==> src/hw/fetch_ctl_pkg.sv <==
// shared constants for the instruction fetch and bus control block
package fetch_ctl_pkg;

  // ---------------------------------------------------------------
  // widths
  // ---------------------------------------------------------------
  localparam int NIB_W      = 4;
  localparam int ADDR_W     = 12;
  localparam int IDX_DEPTH  = 16;
  localparam int IDX_AW     = 4;
  localparam int STACK_LVLS = 3;
  localparam int BANK_W     = 3;
  localparam int BANK_LINES = 4;

  // ---------------------------------------------------------------
  // timing
  // ---------------------------------------------------------------
  localparam int CLK_PERIOD_NS     = 50;
  localparam int CYCLE_CLOCKS      = 8;
  localparam int RESET_MIN_CYCLES  = 8;
  localparam int RESET_MIN_CLOCKS  = RESET_MIN_CYCLES * CYCLE_CLOCKS;
  localparam int RET_ADVANCE       = 2;

  // ---------------------------------------------------------------
  // reset values
  // ---------------------------------------------------------------
  localparam logic [ADDR_W-1:0] PC_RESET   = 12'h000;
  localparam logic [BANK_W-1:0] BANK_RESET = 3'h0;
  localparam logic [NIB_W-1:0]  NIB_ZERO   = 4'h0;

  // ---------------------------------------------------------------
  // operation code field values
  // ---------------------------------------------------------------
  localparam logic [NIB_W-1:0] OP_COND_JUMP  = 4'h1;
  localparam logic [NIB_W-1:0] OP_PAIR_GROUP = 4'h2;
  localparam logic [NIB_W-1:0] OP_JUMP       = 4'h4;
  localparam logic [NIB_W-1:0] OP_CALL       = 4'h5;
  localparam logic [NIB_W-1:0] OP_SKIP_ZERO  = 4'h7;
  localparam logic [NIB_W-1:0] OP_RETURN     = 4'hC;
  localparam logic [NIB_W-1:0] OP_IO_GROUP   = 4'hE;
  localparam logic [NIB_W-1:0] OP_ACC_GROUP  = 4'hF;

  // modifier values
  localparam logic [NIB_W-1:0] MOD_BANK_DESIGNATE = 4'hD;
  localparam int DIR_BIT  = 3;
  localparam int PAIR_BIT = 0;

  // ---------------------------------------------------------------
  // subcycles of one instruction cycle
  // ---------------------------------------------------------------
  typedef enum logic [2:0] {
    SUB_A1, SUB_A2, SUB_A3, SUB_M1, SUB_M2, SUB_X1, SUB_X2, SUB_X3
  } subcycle_t;

endpackage

==> src/hw/fetch_bus_ctl.sv <==
// instruction sequencing and shared bus command logic
// ---------------------------------------------------------------
// Function
// - reset clears index store and flip-flops, drives bus to zero
// - after reset fetch starts at address zero with bank line zero
// - one-word instruction takes 8 clocks, two-word takes 16
// - word splits into upper operation code and lower modifier
// - second word gives middle and low address or high and low data
// - operation code fetched in first fetch subcycle, modifier second
// - pair mode: even register gets high nibble, odd gets low
// - four 12-bit address registers, counter bumps after last slice
// - call pushes counter, returns to call plus 2; return pops
// - three return levels; fourth call loses the oldest
// - select-target sends pair in X2 and X3, bank line at X2
// - bank designate copies accumulator code, effective next instr
// - I/O or RAM instruction raises bank line during M2
// - modifier bit 3 zero means write, one means read
// - input or output enable strobe moves a nibble at X2
// - input latch clear issued after each input instruction
// - cycle-start marker once every 8 clocks
// - address sent as three slices, then fetch and execute
// - one driver per data line at any time
// ---------------------------------------------------------------
`timescale 1ns/1ps
module fetch_bus_ctl
(
  input  wire logic                               ref_clk,
  input  wire logic                               reset_n,
  input  wire logic [fetch_ctl_pkg::NIB_W-1:0]    dataBusIn,
  output logic      [fetch_ctl_pkg::NIB_W-1:0]    dataBusOut,
  output logic      [fetch_ctl_pkg::NIB_W-1:0]    dataBusOe_n,
  input  wire logic [fetch_ctl_pkg::NIB_W-1:0]    accIn,
  input  wire logic                               condTrue,
  output logic                                    cycleStart,
  output logic      [fetch_ctl_pkg::BANK_LINES-1:0] ramBankCmd,
  output logic                                    progMemCmd,
  output logic                                    portAddrLoad,
  output logic                                    inputEnable,
  output logic                                    outputEnable,
  output logic                                    inputLatchClear,
  output logic      [fetch_ctl_pkg::NIB_W-1:0]    opcodeField,
  output logic      [fetch_ctl_pkg::NIB_W-1:0]    modifierField,
  output logic                                    secondWord
);
  import fetch_ctl_pkg::*;

  // ---------------------------------------------------------------
  // state
  // ---------------------------------------------------------------
  subcycle_t         sub_reg;
  subcycle_t         sub_next;
  logic              second_reg;
  logic              second_next;
  logic [NIB_W-1:0]  opcode_reg;
  logic [NIB_W-1:0]  opcode_next;
  logic [NIB_W-1:0]  modifier_reg;
  logic [NIB_W-1:0]  modifier_next;
  logic [NIB_W-1:0]  word2Hi_reg;
  logic [NIB_W-1:0]  word2Hi_next;
  logic [NIB_W-1:0]  word2Lo_reg;
  logic [NIB_W-1:0]  word2Lo_next;
  logic [ADDR_W-1:0] pc_reg;
  logic [ADDR_W-1:0] pc_next;
  logic [ADDR_W-1:0] stack_reg [STACK_LVLS];
  logic [ADDR_W-1:0] stack_next [STACK_LVLS];
  logic [BANK_W-1:0] bank_reg;
  logic [BANK_W-1:0] bank_next;

  logic [NIB_W-1:0]      busOut_reg;
  logic [NIB_W-1:0]      busOut_next;
  logic [NIB_W-1:0]      busOeN_reg;
  logic [NIB_W-1:0]      busOeN_next;
  logic                  start_reg;
  logic                  start_next;
  logic [BANK_LINES-1:0] ramCmd_reg;
  logic [BANK_LINES-1:0] ramCmd_next;
  logic                  progCmd_reg;
  logic                  progCmd_next;
  logic                  addrLoad_reg;
  logic                  addrLoad_next;
  logic                  inEn_reg;
  logic                  inEn_next;
  logic                  outEn_reg;
  logic                  outEn_next;
  logic                  latchClr_reg;
  logic                  latchClr_next;

  // ---------------------------------------------------------------
  // decode helpers
  // ---------------------------------------------------------------
  logic              resetLevel;
  logic              isDouble;
  logic              isSelect;
  logic              isIo;
  logic              isRead;
  logic              opNowIo;
  logic              idxWrite;
  logic [IDX_AW-1:0] idxWAddr;
  logic [IDX_AW-1:0] idxRAddr;
  logic [NIB_W-1:0]  idxRData;
  logic [BANK_LINES-1:0] bankLine;

  // stretched pin copy drives the sweep; core flops use the pin itself
  pin_sync3 u_reset_sync
  (
    .ref_clk  (ref_clk),
    .reset_n  (reset_n),
    .pinIn    (1'b1),
    .pinLevel (resetLevel)
  );

  index_reg_file u_index
  (
    .ref_clk    (ref_clk),
    .sweepClear (!resetLevel),
    .writeEn    (idxWrite),
    .writeAddr  (idxWAddr),
    .writeData  (dataBusIn),
    .readAddr   (idxRAddr),
    .readData   (idxRData)
  );

  always_comb
  begin
    isDouble = (opcode_reg == OP_COND_JUMP) ||
               (opcode_reg == OP_JUMP) ||
               (opcode_reg == OP_CALL) ||
               (opcode_reg == OP_SKIP_ZERO) ||
               ((opcode_reg == OP_PAIR_GROUP) &&
                !modifier_reg[PAIR_BIT]);
    isSelect = (opcode_reg == OP_PAIR_GROUP) &&
               modifier_reg[PAIR_BIT];
    isIo     = (opcode_reg == OP_IO_GROUP);
    isRead   = modifier_reg[DIR_BIT];
    opNowIo  = (dataBusIn == OP_IO_GROUP) && !second_reg;
    bankLine = '0;
    bankLine[bank_reg[1:0]] = 1'b1;
    // pair load from second word: even gets upper, odd gets lower
    idxWrite = second_reg &&
               (opcode_reg == OP_PAIR_GROUP) &&
               ((sub_reg == SUB_M1) || (sub_reg == SUB_M2));
    idxWAddr = {modifier_reg[3:1], (sub_reg == SUB_M2)};
    idxRAddr = {modifier_reg[3:1], (sub_next == SUB_X3)};
  end

  // ---------------------------------------------------------------
  // sequencing, fetch and address store
  // ---------------------------------------------------------------
  always_comb
  begin
    sub_next      = (sub_reg == SUB_X3) ? SUB_A1
                                        : subcycle_t'(sub_reg + 3'h1);
    second_next   = second_reg;
    opcode_next   = opcode_reg;
    modifier_next = modifier_reg;
    word2Hi_next  = word2Hi_reg;
    pc_next       = pc_reg;
    stack_next    = stack_reg;
    bank_next     = bank_reg;
    unique case (sub_reg)
      SUB_A3:
        pc_next = pc_reg + 12'h001;
      SUB_M1:
        if (second_reg)
          word2Hi_next = dataBusIn;
        else
          opcode_next = dataBusIn;
      SUB_M2:
        if (!second_reg)
          modifier_next = dataBusIn;
      SUB_X3:
      begin
        if (!second_reg)
        begin
          second_next = isDouble;
          if (opcode_reg == OP_RETURN)
          begin
            pc_next = stack_reg[0];
            stack_next[0] = stack_reg[1];
            stack_next[1] = stack_reg[2];
          end
          if ((opcode_reg == OP_ACC_GROUP) &&
              (modifier_reg == MOD_BANK_DESIGNATE))
            bank_next = accIn[BANK_W-1:0];
        end
        else
        begin
          second_next = 1'b0;
          // pc already moved twice past the call word
          if (opcode_reg == OP_CALL)
          begin
            stack_next[0] = pc_reg;
            stack_next[1] = stack_reg[0];
            stack_next[2] = stack_reg[1];
          end
          if ((opcode_reg == OP_JUMP) || (opcode_reg == OP_CALL) ||
              (((opcode_reg == OP_COND_JUMP) ||
                (opcode_reg == OP_SKIP_ZERO)) && condTrue))
          begin
            if ((opcode_reg == OP_JUMP) || (opcode_reg == OP_CALL))
              pc_next = {modifier_reg, word2Hi_reg,
                         word2Lo_reg};
            else
              pc_next = {pc_reg[11:8], word2Hi_reg, word2Lo_reg};
          end
        end
      end
      default:
      begin
      end
    endcase
  end

  // low nibble of the second word is only held on the bus in M2

  always_comb
  begin
    word2Lo_next = word2Lo_reg;
    if (second_reg && (sub_reg == SUB_M2))
      word2Lo_next = dataBusIn;
  end

  // ---------------------------------------------------------------
  // bus and command outputs, computed for the coming subcycle
  // ---------------------------------------------------------------
  always_comb
  begin
    busOut_next   = NIB_ZERO;
    busOeN_next   = '1;
    start_next    = (sub_next == SUB_A1);
    ramCmd_next   = '0;
    progCmd_next  = 1'b0;
    addrLoad_next = 1'b0;
    inEn_next     = 1'b0;
    outEn_next    = 1'b0;
    latchClr_next = 1'b0;
    unique case (sub_next)
      SUB_A1:
      begin
        busOut_next = pc_next[3:0];
        busOeN_next = '0;
      end
      SUB_A2:
      begin
        busOut_next = pc_reg[7:4];
        busOeN_next = '0;
      end
      SUB_A3:
      begin
        busOut_next  = pc_reg[11:8];
        busOeN_next  = '0;
        progCmd_next = 1'b1;
      end
      SUB_M2:
        if (opNowIo)
          ramCmd_next = bankLine;
      SUB_X2:
        if (!second_reg && isSelect)
        begin
          busOut_next   = idxRData;
          busOeN_next   = '0;
          ramCmd_next   = bankLine;
          progCmd_next  = 1'b1;
          addrLoad_next = 1'b1;
        end
        else if (!second_reg && isIo)
        begin
          if (isRead)
            inEn_next = 1'b1;
          else
          begin
            outEn_next  = 1'b1;
            busOut_next = accIn;
            busOeN_next = '0;
          end
        end
      SUB_X3:
        if (!second_reg && isSelect)
        begin
          busOut_next = idxRData;
          busOeN_next = '0;
        end
        else if (!second_reg && isIo && isRead)
          latchClr_next = 1'b1;
      default:
      begin
      end
    endcase
  end

  // ---------------------------------------------------------------
  // registers
  // ---------------------------------------------------------------
  // bus held at driven zero while in reset
  always_ff @(posedge ref_clk or negedge reset_n)
  begin
    if (!reset_n)
    begin
      sub_reg      <= SUB_X3;
      second_reg   <= 1'b0;
      opcode_reg   <= NIB_ZERO;
      modifier_reg <= NIB_ZERO;
      word2Hi_reg  <= NIB_ZERO;
      word2Lo_reg  <= NIB_ZERO;
      pc_reg       <= PC_RESET;
      stack_reg    <= '{default: PC_RESET};
      bank_reg     <= BANK_RESET;
      busOut_reg   <= NIB_ZERO;
      busOeN_reg   <= '0;
      start_reg    <= 1'b0;
      ramCmd_reg   <= '0;
      progCmd_reg  <= 1'b0;
      addrLoad_reg <= 1'b0;
      inEn_reg     <= 1'b0;
      outEn_reg    <= 1'b0;
      latchClr_reg <= 1'b0;
    end
    else
    begin
      sub_reg      <= sub_next;
      second_reg   <= second_next;
      opcode_reg   <= opcode_next;
      modifier_reg <= modifier_next;
      word2Hi_reg  <= word2Hi_next;
      word2Lo_reg  <= word2Lo_next;
      pc_reg       <= pc_next;
      stack_reg    <= stack_next;
      bank_reg     <= bank_next;
      busOut_reg   <= busOut_next;
      busOeN_reg   <= busOeN_next;
      start_reg    <= start_next;
      ramCmd_reg   <= ramCmd_next;
      progCmd_reg  <= progCmd_next;
      addrLoad_reg <= addrLoad_next;
      inEn_reg     <= inEn_next;
      outEn_reg    <= outEn_next;
      latchClr_reg <= latchClr_next;
    end
  end

  assign dataBusOut      = busOut_reg;
  assign dataBusOe_n     = busOeN_reg;
  assign cycleStart      = start_reg;
  assign ramBankCmd      = ramCmd_reg;
  assign progMemCmd      = progCmd_reg;
  assign portAddrLoad    = addrLoad_reg;
  assign inputEnable     = inEn_reg;
  assign outputEnable    = outEn_reg;
  assign inputLatchClear = latchClr_reg;
  assign opcodeField     = opcode_reg;
  assign modifierField   = modifier_reg;
  assign secondWord      = second_reg;

endmodule // fetch_bus_ctl

==> src/hw/index_reg_file.sv <==
// sixteen-nibble index store with reset sweep
`timescale 1ns/1ps
module index_reg_file
(
  input  wire logic                                 ref_clk,
  input  wire logic                                 sweepClear,
  input  wire logic                                 writeEn,
  input  wire logic [fetch_ctl_pkg::IDX_AW-1:0]     writeAddr,
  input  wire logic [fetch_ctl_pkg::NIB_W-1:0]      writeData,
  input  wire logic [fetch_ctl_pkg::IDX_AW-1:0]     readAddr,
  output logic      [fetch_ctl_pkg::NIB_W-1:0]      readData
);
  import fetch_ctl_pkg::*;

  logic [NIB_W-1:0]  cells [IDX_DEPTH];
  logic [IDX_AW-1:0] sweepPtr_reg;
  logic [IDX_AW-1:0] sweepPtr_next;

  // ---------------------------------------------------------------
  // refresh pointer
  // ---------------------------------------------------------------
  // no reset: any start point sweeps all cells in sixteen clocks
  always_comb
  begin
    sweepPtr_next = sweepPtr_reg + 4'h1;
  end

  always_ff @(posedge ref_clk)
  begin
    sweepPtr_reg <= sweepPtr_next;
    if (sweepClear)
      cells[sweepPtr_reg] <= NIB_ZERO;
    else if (writeEn)
      cells[writeAddr] <= writeData;
  end

  assign readData = cells[readAddr];

endmodule // index_reg_file

==> src/hw/pin_sync3.sv <==
// three-stage synchroniser for a pin level
`timescale 1ns/1ps
module pin_sync3
(
  input  wire logic ref_clk,
  input  wire logic reset_n,
  input  wire logic pinIn,
  output logic      pinLevel
);

  logic stage1Reg;
  logic stage2Reg;
  logic stage3Reg;
  logic levelReg;
  logic levelNext;

  // ---------------------------------------------------------------
  // change taken once second and third stages agree
  // ---------------------------------------------------------------
  always_comb
  begin
    levelNext = levelReg;
    if (stage2Reg == stage3Reg)
      levelNext = stage3Reg;
  end

  always_ff @(posedge ref_clk or negedge reset_n)
  begin
    if (!reset_n)
    begin
      stage1Reg <= 1'b0;
      stage2Reg <= 1'b0;
      stage3Reg <= 1'b0;
      levelReg  <= 1'b0;
    end
    else
    begin
      stage1Reg <= pinIn;
      stage2Reg <= stage1Reg;
      stage3Reg <= stage2Reg;
      levelReg  <= levelNext;
    end
  end

  assign pinLevel = levelReg;

endmodule // pin_sync3

==> config.mk <==
export PLATFORM = sky130hd
export DESIGN_NAME = fetch_bus_ctl
export DESIGN_NICKNAME = d
export VERILOG_FILES = /design/src/hw/fetch_ctl_pkg.sv /design/src/hw/fetch_bus_ctl.sv /design/src/hw/index_reg_file.sv /design/src/hw/pin_sync3.sv
export SDC_FILE = /design/constraint.sdc
export NUM_CORES = 1
export LEC_CHECK = 0
export BUFFER_PORTS_ARGS = -buffer_cell sky130_fd_sc_hd__buf_2
export CAP_MARGIN = 5
export CORE_MARGIN = 2
export CORE_UTILIZATION = 60
export CTS_BUF_LIST = sky130_fd_sc_hd__clkbuf_4 sky130_fd_sc_hd__clkbuf_8
export CTS_CLUSTER_DIAMETER = 100
export CTS_CLUSTER_SIZE = 12
export DETAILED_ROUTE_END_ITERATION = 6
export PLACE_DENSITY = 0.78
export SETUP_SLACK_MARGIN = 0.2
export SLEW_MARGIN = 10
export SYNTH_ARGS = -nofsm -noshare
export SYNTH_HDL_FRONTEND = slang
export SYNTH_SLANG_ARGS = --single-unit
==> constraint.sdc <==
create_clock -name ref_clk -period 3 [get_ports ref_clk]
set_input_delay 0.15 -clock ref_clk [delete_from_list [all_inputs] [get_ports ref_clk]]
set_output_delay 0.15 -clock ref_clk [all_outputs]
set_load 0.03 [all_outputs]
==> impl_metrics.csv <==
group,metric,value,unit
logic_synthesis,ys_top_cells_by_area,"dfrtp_1 30%, edfxtp_1 27%, mux2_2 4.9%, mux4_2 3.2%, a21oi_1 2.7%",
sta,tightest_slew,1.10,ns
die,die_y,113,um
drt,dr.pass1.iters,7,
setup_path,crit_chain,"inv_1, ha_2, nor4b_4, buf_4, buf_6, mux4_2, nand2_1, nand3_1, o311ai_0, o311ai_1",
finish,diodes,0,
logic_synthesis,synth_edf_count,64,
sta,period_needed,2.69,ns
setup_path,regToRegSetupSlack,0.31,ns
logic_synthesis,synth_cell_types,74,
setup_path,cp_max_fo,14,
clocking,htreeDepth,4,
logic_synthesis,yosys_warnings,0,
setup_path,crit_buf_inv,3,
power_and_ir_drop,p_total,0.00464,W
finish,synthToLayoutAreaGrowth,11.3,%
die,die_area,0.0128,mm2
clocking,path_clk_slew,0.09,ns
setup_path,worstPathArrival,3.01,ns
drt,dr.first_iter.drc_count,471,
global_routing,grt_usage,28.1,%
logic_synthesis,yosysSeqAreaShare,59.3,%
global_routing,grt_pass1_vias,4991,
finish,post_route_cells_drive_above_1_share,22.3,%
drt,wl,16900,um
global_routing,grt_max_degree,90,
logic_synthesis,muxShareOfSynthArea,9.95,%
logic_synthesis,synth_seq_cells,157,
setup_path,cp-startpoint,"sub_reg[0]",
clocking,cts-buffers-inserted,17,
setup_path,critPathMaxStageDelay,0.61,ns
logic_synthesis,synth_top_family_by_area,"simple AND/OR/NAND/NOR gates",
sta,finalCritPeriodShare,89.5,%
clocking,cts_root_buffer,"clkbuf_8",
hold_path,hp-start,"dataBusIn[2]",
setup_path,required,3.33,ns
die,start_util,61.9,%
drt,vias,5024,
global_routing,grt_remaining_overflow,0,
setup_path,r2r_cells,10,
sta,finalSetupViolations,0,
power_and_ir_drop,vdd_drop_max,0.459,mV
power_and_ir_drop,p_leak,3.07,nW
clocking,clock_path_buffers,2,
clocking,cts_tree,"built",
setup_path,reg2reg_to,"dataBusOut[0]",
logic_synthesis,ys.flop_type,"dfrtp_1",
drt,routed_via_density,6.36,
logic_synthesis,synth_area_leader_cell,"dfrtp_1",
sta,fmax,372,MHz
logic_synthesis,synth_fp_nets,607,
placement,postPlaceCellArea,0.00742,mm2
global_routing,antenna_found_initial,0,
die,die_w,113,um
global_routing,grt_pass1_wl,27000,um
setup_path,critPathKind,"reg2reg",
finish,final_common_cell,"dfrtp_1",
placement,port_buffers,37,
logic_synthesis,synthesis.area,0.00713,mm2
clocking,clock_latency,0.47,ns
sta,slew_violations,0,
clocking,cts_sinks,157,
placement,gp_congestion,0.914,
setup_path,timing.rr.start,"sub_reg[0]",
setup_path,critPathLaunchType,"flop",
sta,clock_skew,0.0119,ns
die,rows,39,
logic_synthesis,async_flop_share,56.7,%
drt,wl_per_cell,21.3,um
drt,drc_errors,22,
finish,largest_reg_flops,64,
finish,nets,652,
finish,fillCellCount,826,
die,core-area,0.0115,mm2
hold_path,min_to,"opcodeField[2]",
logic_synthesis,synth.top_cell.area_share,30.2,%
sta,rsz0062_at_grt,"yes",
placement,hpwlAfterDp,11700,um
die,ios,38,
finish,multi_input_area,0.00269,mm2
sta,finalHoldViolations,0,
hold_path,hold_depth,2,
status,status,"finished with violations",
logic_synthesis,yosys.area_share.simple,13.7,%
logic_synthesis,synth_compound_area_share,12.1,%
sta,slew_headroom,26.7,%
finish,stdcell_area,0.00794,mm2
logic_synthesis,synth.avg_cell_area,12.1,um2
logic_synthesis,synthAdderAreaFrac,1.37,%
setup_path,slowest_stage,"dfstp_2",
status,violations,"design-rule violations",
setup_path,cp_top_family,"flip-flops",
setup_path,end_kind,"flop",
power_and_ir_drop,power.density,585,mW/mm2
finish,register_area,0.00423,mm2
finish,final_cell_mix,"86 x dfrtp_1, 64 x edfxtp_1, 50 x nand2_1",
logic_synthesis,synth_xor_area_share,0.246,%
drt,final_antenna_net_count,0,
logic_synthesis,syn-instance-count,589,
sta,finalSetupTns,0,ns
hold_path,hp-class,"in2reg",
job,max-cap-violations,0,
layout make-up:
type,instances,share of cell area [%]
Sequential cell,157,53.3
Multi-Input combinational cell,384,33.9
Timing Repair Buffer,60,4.75
Clock buffer,19,3.14
Tap cell,143,2.25
Clock inverter,13,1.95
Inverter,14,0.662
layer usage:
metal	global-route usage, %	vias to the layer above	wire length (um)
li1	-	2264	-
met1	35.6	2496	6670
met2	45.7	210	8480
met3	7.12	54	1200
met4	13.3	0	520
met5	0	-	0
synthesized netlist by cell type, drive strengths merged, types with 4 or more instances:
| master | n |
|---|---|
| nor3b | 4 |
| edfxtp | 64 |
| nor4 | 6 |
| a21oi | 41 |
| nand2 | 50 |
| mux2 | 32 |
| mux4 | 10 |
| nand2b | 8 |
| and3 | 8 |
| nor3 | 8 |
| buf | 19 |
| ha | 7 |
| o221ai | 4 |
| nor2 | 42 |
| dfxtp | 4 |
| nand3 | 15 |
| nor2b | 27 |
| inv | 12 |
| dfrtp | 86 |
| o21ai | 36 |
| mux2i | 12 |
| a31oi | 7 |
| clkbuf | 15 |
| o2bb2ai | 5 |
| a221oi | 9 |
| and2 | 5 |
power by group:
part           switching, W  leakage (nW)  total [W]  internal [W]
Sequential         0.000183          1.66    0.00251       0.00233
Combinational      0.000323          1.21   0.000528      0.000205
Clock              0.000823         0.204    0.00160      0.000780
worst reg2reg max path: cells and delay by family (launching register included):
family / cells / cell delay (ns)
multiplexers: 1 / 0.34
AND/OR/NAND/NOR: 3 / 0.43
buffers and inverters: 3 / 0.47
flip-flops: 1 / 0.61
AO/OA/AOI/OAI: 2 / 0.30
adder cells (fa/ha/maj): 1 / 0.39
cells by family (layout without fill, tap and decap cells):
family                   after synthesis  in the layout
AO/OA/AOI/OAI                        131            131
XOR/XNOR                               2              2
adder cells (fa/ha/maj)                8              8
buffers and inverters                 48            106
flip-flops                           157            157
multiplexers                          54             54
other                                  1              1
AND/OR/NAND/NOR                      188            188
metrics by stage:
stage | setup WS (ns) | hold WS, ns | instances | util [%]
floorplan | 0.356 | -0.146 | 589 | -
global placement | 0.247 | 0.338 | 749 | 64.5
detailed placement | 0.167 | 0.339 | 749 | 64.5
CTS | 0.206 | 0.0618 | 789 | 68.7
global route | 0.169 | 0.0746 | 790 | 68.9
finish | 0.315 | 0.0929 | 790 | 68.9
worst max-delay path by stage:
stage	cells past startpoint	end	slack, ns
2_1_floorplan	8	dataBusOut[0]	0.36
3_3_place_gp	6	bank_reg[1]	0.25
3_5_place_dp	9	dataBusOut[0]	0.17
4_1_cts	10	dataBusOut[0]	0.21
5_1_grt	10	dataBusOut[0]	0.17
6_report	10	dataBusOut[0]	0.31
repair_timing:
| action | CTS | global route |
|---|---|---|
| hold buffers | 5 | 0 |
| endpoints found under the setup margin | 3 | 144 |
| gates resized for setup | 2 | 4 |
| setup buffers | 3 | 1 |
| endpoints found under the hold margin | 92 | 0 |
| pin swaps | 2 | 2 |
Power figures use the tool's default switching activity.
